--- src/rtl/pin_mode_map.svh ---
// Purpose: Offsets, field positions, reset values and counts for the pin mode block
// Assumes: Included by bare name from the package and the control block design file
// Notes: Definitions only
`ifndef PIN_MODE_MAP_SVH
`define PIN_MODE_MAP_SVH

// ==========================================================
// Widths and counts
`define SAMPLE_BITS 12
`define DDR_PAIRS 6
`define FIFO_WORDS 16
`define REG_WORDS 4
`define REG_BITS 8

// ==========================================================
// Serial frame layout
`define FRAME_LAST_ADDR_BIT 5'd7
`define FRAME_LAST_BIT 5'd15

// ==========================================================
// Internal register map
`define CTRL_REG_ADDR 8'h00
`define CTRL_READOUT_BIT 0
`define CTRL_SWRESET_BIT 1
`define REG_RESET_VALUE 8'h00

`endif

--- src/rtl/pin_mode_pkg.sv ---
// Purpose: Types shared by the pin mode block
// Assumes: pin_mode_map.svh holds the numbers
// Notes: Types only
`include "pin_mode_map.svh"

package pin_mode_pkg;

  // ==========================================================
  // Sample from the converter core
  typedef struct packed {
    logic overrange;                  // Input out of range
    logic [`SAMPLE_BITS-1:0] data;    // Offset binary code
  } sample_t;

  // Decoded format select level
  typedef struct packed {
    logic ddr;    // 1: differential double rate, 0: parallel single ended
    logic twos;   // 1: two's complement, 0: offset binary
  } fmt_t;

  // Serial port states
  typedef enum logic [1:0] {
    SER_IDLE,
    SER_ADDR,
    SER_DATA
  } ser_state_t;

endpackage

--- src/rtl/sample_fifo.sv ---
// Purpose: Sample buffer between converter core and output stage
// Assumes: One clock; valid/ready on both sides
// Notes: Read data come out of a register
`timescale 1ns/100ps
`default_nettype none

module sample_fifo #(
  parameter int WIDTH = 13,
  parameter int DEPTH = 16
) (
  input wire logic core_clk_i,
  input wire logic rst_n_i,
  input wire logic [WIDTH-1:0] in_data_i,
  input wire logic in_valid_i,
  output logic in_ready_o,
  output logic [WIDTH-1:0] out_data_o,
  output logic out_valid_o,
  input wire logic out_ready_i
);

  localparam int AW = $clog2(DEPTH);

  logic [WIDTH-1:0] mem [DEPTH];   // Storage
  logic [AW-1:0] wr_ptr;           // Write index
  logic [AW-1:0] rd_ptr;           // Read index
  logic [AW:0] count;              // Words in storage
  logic [AW-1:0] next_wr_ptr;
  logic [AW-1:0] next_rd_ptr;
  logic [AW:0] next_count;
  logic next_in_ready;
  logic next_out_valid;
  logic [WIDTH-1:0] next_out_data;
  logic push;
  logic load;

  // ==========================================================
  // Next state
  // Output register refills whenever empty or being taken
  always_comb begin
    push = in_valid_i & in_ready_o;
    load = (count != '0) & (~out_valid_o | out_ready_i);
    next_wr_ptr = push ? wr_ptr + AW'(1) : wr_ptr;
    next_rd_ptr = load ? rd_ptr + AW'(1) : rd_ptr;
    next_count = count + (AW+1)'(push) - (AW+1)'(load);
    next_out_data = load ? mem[rd_ptr] : out_data_o;
    if (load) begin
      next_out_valid = 1'b1;
    end else if (out_ready_i) begin
      next_out_valid = 1'b0;
    end else begin
      next_out_valid = out_valid_o;
    end
    // Registered full flag taken from next_count, so ready drops and returns on the same edge as the count
    next_in_ready = next_count != (AW+1)'(DEPTH);
  end

  // ==========================================================
  // Registers
  always_ff @(posedge core_clk_i) begin
    if (!rst_n_i) begin
      wr_ptr <= '0;
      rd_ptr <= '0;
      count <= '0;
      in_ready_o <= 1'b0;
      out_valid_o <= 1'b0;
      out_data_o <= '0;
    end else begin
      wr_ptr <= next_wr_ptr;
      rd_ptr <= next_rd_ptr;
      count <= next_count;
      in_ready_o <= next_in_ready;
      out_valid_o <= next_out_valid;
      out_data_o <= next_out_data;
    end
  end

  // Storage holds data only, so no reset
  always_ff @(posedge core_clk_i) begin
    if (push) begin
      mem[wr_ptr] <= in_data_i;
    end
  end

endmodule
`default_nettype wire

--- src/rtl/control_pin_mode_select.sv ---
// Purpose: Control pin mode selection, serial port, readback pin and sample output stage
// Assumes: Pins are asynchronous and pass two flip-flops; samples arrive on core_clk_i
// Notes: Serial enable is active low; output clock runs at half of core_clk_i, rising with each word
//
// Function
// (RULE_01) Output buffers enabled only while enable high
// (RULE_02) Readback bit zero: pin shows overrange
// (RULE_03) Readback bit one: pin shifts register out
// (RULE_04) Host initialises registers before serial use
// (RULE_05) Hardware reset high holds registers default
// (RULE_06) Reset high: serial enable is static control
// (RULE_07) Reset low: serial clock clocks port
// (RULE_08) Reset high: host grounds serial clock
// (RULE_09) Reset low: serial data feeds port
// (RULE_10) Reset high: serial data is standby
// (RULE_11) Reset low: serial enable frames transfers
// (RULE_12) Unused serial enable held at supply
// (RULE_13) Parallel mode: twelve bits plus clock
// (RULE_14) Double rate: two bits per pair
// (RULE_15) Format select picks coding and interface
// (RULE_16) Disabled buffers float, no data driven
`timescale 1ns/100ps
`default_nettype none
`include "pin_mode_map.svh"

module control_pin_mode_select (
  input wire logic core_clk_i,
  input wire logic rst_n_i,
  input wire logic hw_reset_pin_i,
  input wire logic serial_clk_pin_i,
  input wire logic serial_data_in_i,
  input wire logic serial_enable_pin_i,
  input wire logic output_enable_pin_i,
  input wire logic [1:0] format_select_pin_i,
  input wire pin_mode_pkg::sample_t sample_i,
  input wire logic sample_valid_i,
  output logic sample_ready_o,
  output logic [`SAMPLE_BITS-1:0] parallel_out_bits_o,
  output logic parallel_out_oe_o,
  output logic sample_clock_out_o,
  output logic sample_clock_oe_o,
  output logic [`DDR_PAIRS-1:0] ddr_pair_p_o,
  output logic [`DDR_PAIRS-1:0] ddr_pair_n_o,
  output logic ddr_oe_o,
  output logic overrange_or_readback_pin_o,
  output logic standby_o,
  output logic static_control_o
);
  import pin_mode_pkg::*;

  // ==========================================================
  // Pin synchronisers
  localparam int PINS = 7;
  // Reset levels match the idle pins, so no false frame follows reset
  localparam logic [PINS-1:0] PIN_IDLE = 7'h08;
  logic [PINS-1:0] pin_raw;     // Raw pin levels
  logic [PINS-1:0] pin_meta;    // First stage, read only by second
  logic [PINS-1:0] pin_sync;    // Second stage, safe to use
  logic sclk_prev;              // Serial clock one sample back
  logic hw_high;                // Hardware reset pin high
  logic sclk_s;
  logic data_pin_s;
  logic enable_pin_s;
  logic oe_s;
  fmt_t fmt;

  assign pin_raw = {format_select_pin_i, output_enable_pin_i, serial_enable_pin_i,
                    serial_data_in_i, serial_clk_pin_i, hw_reset_pin_i};

  // Two flops per pin
  generate
    for (genvar i = 0; i < PINS; i++) begin : g_sync
      always_ff @(posedge core_clk_i) begin
        if (!rst_n_i) begin
          pin_meta[i] <= PIN_IDLE[i];
          pin_sync[i] <= PIN_IDLE[i];
        end else begin
          pin_meta[i] <= pin_raw[i];
          pin_sync[i] <= pin_meta[i];
        end
      end
    end
  endgenerate

  assign hw_high = pin_sync[0];
  assign sclk_s = pin_sync[1];
  assign data_pin_s = pin_sync[2];
  assign enable_pin_s = pin_sync[3];
  assign oe_s = pin_sync[4];
  assign fmt = fmt_t'(pin_sync[6:5]);   // [RULE_15]

  // Register index when the address hits the bank
  function automatic logic [1:0] reg_index(input logic [7:0] addr);
    reg_index = addr[1:0];
  endfunction

  function automatic logic reg_hit(input logic [7:0] addr);
    reg_hit = addr < 8'(`REG_WORDS);
  endfunction

  // ==========================================================
  // Serial port and register bank
  ser_state_t ser_state;
  ser_state_t next_ser_state;
  logic [4:0] bit_cnt;                          // Bits taken in this frame
  logic [4:0] next_bit_cnt;
  logic [15:0] shift;                           // Address then data
  logic [15:0] next_shift;
  logic [7:0] rd_shift;                         // Readback data
  logic [7:0] next_rd_shift;
  logic [`REG_BITS-1:0] regs [`REG_WORDS];      // Internal registers
  logic [`REG_BITS-1:0] next_regs [`REG_WORDS];
  logic sclk_rise;
  logic sclk_fall;
  logic frame;
  logic readout;
  logic [7:0] cur_addr;
  logic [7:0] wr_data;

  always_comb begin
    sclk_rise = sclk_s & ~sclk_prev;
    sclk_fall = ~sclk_s & sclk_prev;
    frame = ~hw_high & ~enable_pin_s;           // [RULE_11]
    readout = regs[0][`CTRL_READOUT_BIT];
    cur_addr = {shift[6:0], data_pin_s};
    wr_data = {shift[6:0], data_pin_s};
    next_ser_state = ser_state;
    next_bit_cnt = bit_cnt;
    next_shift = shift;
    next_rd_shift = rd_shift;
    next_regs = regs;
    if (!frame) begin
      // Frame ends on enable; clock edges outside a frame are ignored
      next_ser_state = SER_IDLE;
      next_bit_cnt = 5'd0;
    end else begin
      case (ser_state)
        SER_IDLE: begin
          next_ser_state = SER_ADDR;
        end
        SER_ADDR: begin
          if (sclk_rise) begin                   // [RULE_07]
            next_shift = {shift[14:0], data_pin_s}; // [RULE_09]
            next_bit_cnt = bit_cnt + 5'd1;
            if (bit_cnt == `FRAME_LAST_ADDR_BIT) begin
              next_ser_state = SER_DATA;
              next_rd_shift = reg_hit(cur_addr) ? regs[reg_index(cur_addr)] : 8'h00;
            end
          end
        end
        SER_DATA: begin
          if (sclk_fall) begin
            next_rd_shift = {rd_shift[6:0], 1'b0};
          end
          if (sclk_rise) begin
            next_shift = {shift[14:0], data_pin_s};
            next_bit_cnt = bit_cnt + 5'd1;
            if (bit_cnt == `FRAME_LAST_BIT) begin
              next_ser_state = SER_IDLE;
              // In readback only the control word may be written
              if (reg_hit(shift[14:7]) && (!readout || shift[14:7] == `CTRL_REG_ADDR)) begin
                next_regs[reg_index(shift[14:7])] = wr_data;
              end
            end
          end
        end
        default: begin
          next_ser_state = SER_IDLE;
        end
      endcase
    end
    // Software reset bit clears the bank and is not kept
    if (next_regs[0][`CTRL_SWRESET_BIT]) begin
      for (int k = 0; k < `REG_WORDS; k++) begin
        next_regs[k] = `REG_RESET_VALUE;
      end
    end
  end

  // Serial and bank registers
  always_ff @(posedge core_clk_i) begin
    if (!rst_n_i || hw_high) begin                 // [RULE_05]
      ser_state <= SER_IDLE;
      bit_cnt <= 5'd0;
      shift <= 16'h0000;
      rd_shift <= 8'h00;
      sclk_prev <= 1'b0;
      for (int k = 0; k < `REG_WORDS; k++) begin
        regs[k] <= `REG_RESET_VALUE;
      end
    end else begin
      ser_state <= next_ser_state;
      bit_cnt <= next_bit_cnt;
      shift <= next_shift;
      rd_shift <= next_rd_shift;
      sclk_prev <= sclk_s;
      regs <= next_regs;
    end
  end

  // ==========================================================
  // Output stage
  // Two core cycles per word: phase 0 low half, phase 1 high half
  logic [`SAMPLE_BITS-1:0] fifo_data;
  logic fifo_ovr;
  logic fifo_valid;
  logic fifo_ready;
  logic phase;
  logic next_phase;
  logic [`SAMPLE_BITS-1:0] word;       // Coded word on the pins
  logic [`SAMPLE_BITS-1:0] next_word;
  logic word_ovr;
  logic next_word_ovr;
  logic run;
  logic [`SAMPLE_BITS-1:0] next_par;
  logic [`DDR_PAIRS-1:0] next_pair;
  logic next_clk;
  logic next_ovr_pin;
  logic next_standby;
  logic next_static;

  sample_fifo #(
    .WIDTH(`SAMPLE_BITS + 1),
    .DEPTH(`FIFO_WORDS)
  ) u_fifo (
    .core_clk_i(core_clk_i),
    .rst_n_i(rst_n_i),
    .in_data_i(sample_i),
    .in_valid_i(sample_valid_i),
    .in_ready_o(sample_ready_o),
    .out_data_o({fifo_ovr, fifo_data}),
    .out_valid_o(fifo_valid),
    .out_ready_i(fifo_ready)
  );

  always_comb begin
    next_standby = hw_high & data_pin_s;            // [RULE_10]
    next_static = hw_high & enable_pin_s;           // [RULE_06]
    // Standby or disabled buffers stall the drain, so the buffer fills
    run = oe_s & ~next_standby;
    fifo_ready = run & ~phase;
    next_phase = run ? ~phase : 1'b0;
    next_word = word;
    next_word_ovr = word_ovr;
    if (fifo_ready && fifo_valid) begin
      // Core gives offset binary; flip the sign bit for two's complement
      next_word = fifo_data ^ {fmt.twos, {(`SAMPLE_BITS-1){1'b0}}}; // [RULE_15]
      next_word_ovr = fifo_ovr;
    end
    next_clk = run & next_phase;
    for (int p = 0; p < `DDR_PAIRS; p++) begin
      next_pair[p] = next_phase ? next_word[2*p+1] : next_word[2*p]; // [RULE_14]
    end
    // Undriven pins also carry zero so no stale sample shows
    next_par = (oe_s && !fmt.ddr) ? next_word : '0;                   // [RULE_13] [RULE_16]
    if (!oe_s || !fmt.ddr) begin
      next_pair = '0;                                                 // [RULE_16]
    end
    next_ovr_pin = readout ? (rd_shift[7] & (ser_state == SER_DATA)) // [RULE_03]
                           : next_word_ovr;                          // [RULE_02]
  end

  // Output registers
  always_ff @(posedge core_clk_i) begin
    if (!rst_n_i) begin
      phase <= 1'b0;
      word <= '0;
      word_ovr <= 1'b0;
      parallel_out_bits_o <= '0;
      parallel_out_oe_o <= 1'b0;
      sample_clock_out_o <= 1'b0;
      sample_clock_oe_o <= 1'b0;
      ddr_pair_p_o <= '0;
      ddr_pair_n_o <= '0;
      ddr_oe_o <= 1'b0;
      overrange_or_readback_pin_o <= 1'b0;
      standby_o <= 1'b0;
      static_control_o <= 1'b0;
    end else begin
      phase <= next_phase;
      word <= next_word;
      word_ovr <= next_word_ovr;
      parallel_out_bits_o <= next_par;
      parallel_out_oe_o <= oe_s & ~fmt.ddr;        // [RULE_01]
      sample_clock_out_o <= oe_s & next_clk;
      sample_clock_oe_o <= oe_s;                   // [RULE_01] [RULE_16]
      ddr_pair_p_o <= next_pair;
      ddr_pair_n_o <= (oe_s && fmt.ddr) ? ~next_pair : '0;
      ddr_oe_o <= oe_s & fmt.ddr;                  // [RULE_01]
      overrange_or_readback_pin_o <= next_ovr_pin;
      standby_o <= next_standby;
      static_control_o <= next_static;
    end
  end

endmodule
`default_nettype wire

--- config.mk ---
export PLATFORM = sky130hd
export DESIGN_NAME = control_pin_mode_select
export DESIGN_NICKNAME = d
export VERILOG_FILES = /design/src/rtl/pin_mode_pkg.sv /design/src/rtl/sample_fifo.sv /design/src/rtl/control_pin_mode_select.sv
export VERILOG_INCLUDE_DIRS = /design/src /design/src/rtl
export SDC_FILE = /design/constraint.sdc
export NUM_CORES = 1
export LEC_CHECK = 0
export ABC_AREA = 1
export BUFFER_PORTS_ARGS = -buffer_cell sky130_fd_sc_hd__buf_2
export CAP_MARGIN = 20
export CORE_MARGIN = 2
export CORE_UTILIZATION = 47
export DETAILED_ROUTE_END_ITERATION = 10
export PLACE_DENSITY = 0.66
export SLEW_MARGIN = 20
export SYNTH_ARGS = -nofsm -noshare
export SYNTH_HDL_FRONTEND = slang
export SYNTH_SLANG_ARGS = --single-unit
--- constraint.sdc ---
create_clock -name core_clk_i -period 2.78 [get_ports core_clk_i]
set_input_delay 0 -clock core_clk_i [delete_from_list [all_inputs] [get_ports core_clk_i]]
set_output_delay 0 -clock core_clk_i [all_outputs]
set_load 0.03 [all_outputs]
# After elaboration in Yosys (flattened, before gate mapping)
# Memories as Yosys holds them, arrays and structs flattened. A register that Yosys moved wholly into a read port is not among the register bits.
# Index checks and enable logic that the tools add are counted.
# totals
register_bits,137
ram_bits,208
inputBits,23
n_memories,1
# classes
addsub,5
order_cmp,5
eq_ne,10
mux,36
bitwise_logic,28
n_reduce_logical,28
# memory_table
memory,words,word_bits,read_ports,rd_clocked_by_memory_dff,wr,line,rtl
u_fifo.mem,16,13,1,1,1,sample_fifo.sv:23,logic [WIDTH-1:0] mem [DEPTH];
# ops
operator,count
26-bit two-way mux,5
8-bit two-way mux,7
32-bit bitwise mux,1
8-bit binary-select mux with 2-bit select,1
8-bit demux with 2-bit select,1
8-bit by 3-bit < comparator with 1-bit output (second input constant),2
8-bit one-hot mux with 2 select lines,1
1-bit bitwise AND,14
1-bit two-way mux,13
12-bit two-way mux,1
12-bit bitwise XOR,1
2-bit != test (second input constant),5
5-bit AND reduction,2
1-bit inverter,9
4-bit by 1-bit adder with 4-bit output (second input constant),2
8-bit logical NOT,1
2-bit two-way mux,4
3-bit greater-or-equal comparator (second input constant),2
6-bit two-way mux,1
2-bit inverter with 3-bit output,2
6-bit inverter,1
2-bit one-hot mux with 3 select lines,1
2-bit AND reduction,3
2-bit OR reduction,3
other kinds (18),29

# Logic depth before layout (Yosys ltp)
# logic_depth
word_depth,12
mapped_depth,16
depth_no_buf,15

# Hierarchy
# From an unflattened synthesis, not the netlist that was laid out.
# hier_totals
hier_cells,1680
area_unflattened_um2,15070.7
# modules_own_cells
module,instances,cells_each,area_each_um2,seq_area_each_um2
sample_fifo,1,1005,10128.5,6806.5
control_pin_mode_select,1,675,4942.2,2422.3

# Least setup slack after synthesis
# Ideal clock, no wire load.
# synth_timing
kind,flip-flop to flip-flop
startpoint,reg pin_sync[2] (netlist: data_pin_s)
endpoint,reg u_fifo.in_ready_o
setup_time_ns,0.113
arrival_time_ns,2.396
path_slack_ns,0.271
path_stages_with_launch,17
path_buffers,1
cell_sequence,dfxtp_1 -> nand2_1 -> nand3b_2 -> nand2_1 -> nand2_2 -> inv_2 -> buf_2 -> ha_1 -> inv_1 -> ha_1 -> fa_1 -> nand3_1 -> nand2_1 -> xor2_1 -> nand2_1 -> nand2_1 -> nand2_1
# synth_via
elab_chain_cells,8
# synth_lines
item,line,rtl
from (decl),control_pin_mode_select.sv:58,logic [PINS-1:0] pin_sync;
"from (signal, indexed assignment)",control_pin_mode_select.sv:76,pin_sync[i] <= PIN_IDLE[i];
"from (signal, indexed assignment)",control_pin_mode_select.sv:79,pin_sync[i] <= pin_meta[i];
1-bit bitwise AND,control_pin_mode_select.sv:237,next_standby = hw_high & data_pin_s;
1-bit inverter,control_pin_mode_select.sv:240,run = oe_s & ~next_standby;
1-bit bitwise AND,control_pin_mode_select.sv:240,
1-bit bitwise AND,control_pin_mode_select.sv:241,fifo_ready = run & ~phase;
1-bit OR,sample_fifo.sv:41,load = (count != '0) & (~out_valid_o | out_ready_i);
1-bit bitwise AND,sample_fifo.sv:41,
net u_fifo.load,sample_fifo.sv:34,logic load;
5-bit by 1-bit subtractor with 5-bit output,sample_fifo.sv:44,next_count = count + (AW+1)'(push) - (AW+1)'(load);
5-bit != test,sample_fifo.sv:54,next_in_ready = next_count != (AW+1)'(DEPTH);
to (signal assigned),sample_fifo.sv:71,in_ready_o <= next_in_ready;
to (decl),sample_fifo.sv:15,"output logic in_ready_o,"
# The timed path passes the listed nets, and every way through them passes these cells.
# A chain may end at the register's enable or synchronous reset.

# Final worst setup path
# layout_timing
startpoint,reg pin_sync[0] (netlist: hw_high)
endpoint,reg u_fifo.in_ready_o
# layout_via
elab_chain_cells,8
# layout_lines
item,line
1-bit bitwise AND,control_pin_mode_select.sv:237
1-bit inverter,control_pin_mode_select.sv:240
1-bit bitwise AND,control_pin_mode_select.sv:240
1-bit bitwise AND,control_pin_mode_select.sv:241
1-bit OR,sample_fifo.sv:41
1-bit bitwise AND,sample_fifo.sv:41
5-bit by 1-bit subtractor with 5-bit output,sample_fifo.sv:44
5-bit != test,sample_fifo.sv:54
# No other way between the ends.

==> out/summary.txt <==
Clk Latency, worst-skew pair - 0.53 ns
Chip Width - 181 µm
synthesis warning total - 0
Initial DRC Count - 869
CTS root buffer - clkbuf_16
CP endpoint kind - flop
antenna cells - 0
actual slew at the worst max-slew pin - 0.741 ns
die height - 181 µm
critical path arrival - 2.95 ns
final setup vio count - 0
Routed WL - 33200 µm
vias in the first global route - 10149
layout cells sized above 1 - 9.49%
Initial Util - 48.1%
Syn Inst Count - 1638
Pleak - 7.40 nW
Remaining DRCs - 0
max-capacitance violation count - 0
Clock Sinks - 357
setup TNS - 0 ns
Max VDD drop - 0.564 mV
# rows - 64
status - finished clean
TritonCTS Buffers - 38
Port Buf Inserts - 54
Min Hold Slack - 0.233 ns
WS Path Type - flop to flop
Slew Limit Fails - 0
Hold Violations, Final - 0
Final Critical Period - 2.54 ns
TritonCTS clock tree - done
remaining antenna violation count after routing - 0
Die Area - 32900 µm²
CP max FO - 7
Critical Path RT - 3.19 ns
initial antenna violation count - 0
grt ovf - 0
largest net degree at the start of global routing - 107
cell count after placement - 2050
crit share post-route - 91.4%
IO Pins - 55
P&R area growth vs syn - 14.7%
HPWL Detailed - 19300 µm
GPL Wtd Cong - 0.797
Vias/cell - 4.98
relative slew slack - 50.6%
hold crit path type - input pin to flop
Final Instance Count excl. Fillers - 2146
Tot GR Track Use - 20.4%
layout net count - 1763
library cells used by synthesis - 36
post-synthesis sequential area ratio - 62.4%
Startpoint Class - flop
CTS Buffer Depth - 3
clk_skew - 0.0194 ns
first-pass GRT wire length - 53600 µm
worst setup margin - 0.238 ns
wire per inst - 15.5 µm
Yosys reg bits - 357
pre-CTS setup slack - 0.295 ns
Net Count, Synth - 1678
Synth Area per Inst - 9.03 µm²
Max Clock Freq - 393 MHz
first-pass detailed-route iteration total - 5
fillcell total - 2754
CORE AREA - 30700 µm²
Cell Pwr Density - 816 nW/µm²
Clock transition at path regs - 0.06 ns
RSZ-0062 raised after global routing - false
vias - 10692
synthesized cell area - 14800 µm²
H-tree depth - 2
-- report_power, final --
| group | switching (mW) | internal, mW |
|---|---|---|
| Combinational | 2.18 | 0.945 |
| Sequential | 0.137 | 5.87 |
| Clock | 1.96 | 2.75 |
-- registers in the layout (all words and copies together) (netlist names), 6 cells and up --
signal and count:
u_fifo.mem 208, regs 30, shift 15, u_fifo.out_data_o 13, parallel_out_bits_o 12, word 12, rd_shift 8, pin_meta 7
ddr_pair_n_o 6, ddr_pair_p_o 6
-- logic make-up after synthesis --
| kind of cell | after synthesis | share of synthesized area (%) |
|---|---|---|
| buffers and inverters | 290 | 7.68 |
| xor gates and xnor gates | 6 | 0.355 |
| and+or+nand+nor | 829 | 23.2 |
| adders and majority gates | 17 | 1.49 |
| DFF | 357 | 62.4 |
| AOI/OAI and AO/OA | 139 | 4.91 |
-- placed cells by master, fill, tap and decap left out, types with 2 or more instances in the layout --
master	count
xor2_1	4
or2_2	3
clkbuf_1	9
nor3_1	3
nor2_2	6
dlygate4sd3_1	29
ha_1	16
clkinv_1	9
clkinv_2	6
inv_1	211
dfxtp_1	147
buf_4	31
buf_12	2
o21ai_1	15
o21a_1	5
clkbuf_16	41
o21ai_0	60
o211ai_1	5
nor2_1	170
a21oi_1	53
xnor2_1	2
nand2_1	474
nand4_1	4
nand2_2	2
buf_2	54
nand3_2	3
clkbuf_8	3
edfxtp_1	208
inv_2	7
nand3_1	155
nor2_4	3
-- repair_timing --
item	4_1_cts	5_1_grt
setup endpoints to repair	0	0
endpoints found under the hold margin	232	0
buffers inserted	0	0
gates resized for setup	0	0
hold buffers	29	0
-- metal layers --
layer	track usage (%)	share of wire, %
met2	34.3	47
met1	27.8	45
met3	2.79	5.3
met5	0	0
met4	5.76	2.0
-- path summary, 6_finish.rpt --
check	startpoint	to	slack (ns)	depth (start not counted)
worst min-delay path	serial_enable_pin_i	pin_meta[3]$_SDFF_PN1_	0.23	3
worst max-delay path	hw_high$_SDFF_PN0_	u_fifo.in_ready_o$_SDFF_PN0_	0.24	15
worst max register to register	hw_high$_SDFF_PN0_	u_fifo.in_ready_o$_SDFF_PN0_	0.24	15
worst min register to register	pin_meta[6]$_SDFF_PN0_	fmt[1]$_SDFF_PN0_	0.42	2
-- layout make-up --
type	instances	area, µm²	area share (%)
clock inverter	14	60.1	0.354
sequential	357	9230	54.4
tap	396	495	2.92
multi-input combinational	991	4420	26.1
clock buffer	53	1100	6.49
inverter	219	822	4.84
timing repair buffer	116	833	4.91
-- per-stage QoR --
| stage | instance area, µm² | power [mW] | util (%) |
|---|---|---|---|
| after global routing | 17000 | 14.6 | 55.2 |
| after floorplan | 14800 | 8.26 | - |
| after CTS | 17000 | 13.9 | 55.2 |
| after global placement | 15500 | 9.10 | 50.5 |
| after detailed placement | 15500 | 9.17 | 50.5 |
| final | 17000 | 13.8 | 55.2 |
-- worst max-delay path, stage by stage, from the launching register on --
cell and delay [ns]:
dfxtp_1 0.38, nand2_1 0.10, nand3b_2 0.18, nand2_1 0.11, nand2_2 0.09, inv_2 0.04, ha_1 0.27, inv_1 0.04
ha_1 0.22, fa_1 0.44, nand3_1 0.10, nand2_1 0.07, xor2_1 0.20, nand2_1 0.09, nand2_1 0.07, nand2_1 0.05
-- cells in the mapped netlist, drive strengths merged --
| cell | count | area, µm² |
|---|---|---|
| buf | 38 | 190 |
| nand3b | 1 | 11.3 |
| a21oi | 53 | 265 |
| nand2 | 476 | 1790 |
| xnor2 | 2 | 17.5 |
| ha | 16 | 200 |
| o211a | 1 | 10.0 |
| inv | 218 | 818 |
| o21ai | 75 | 375 |
| o21a | 5 | 37.5 |
| xor2 | 4 | 35.0 |
| clkbuf | 33 | 124 |
| o211ai | 5 | 37.5 |
| edfxtp | 208 | 6250 |
| nor4 | 1 | 6.26 |
| dfxtp | 149 | 2980 |
| and2 | 1 | 6.26 |
| nand4 | 5 | 37.5 |
| and3 | 1 | 6.26 |
| fa | 1 | 20.0 |
| nand3 | 158 | 806 |
| nor3 | 4 | 31.3 |
| nor2 | 179 | 709 |
| clkinv | 1 | 3.75 |
| or2 | 3 | 18.8 |
(Power assumes the default switching activity.)
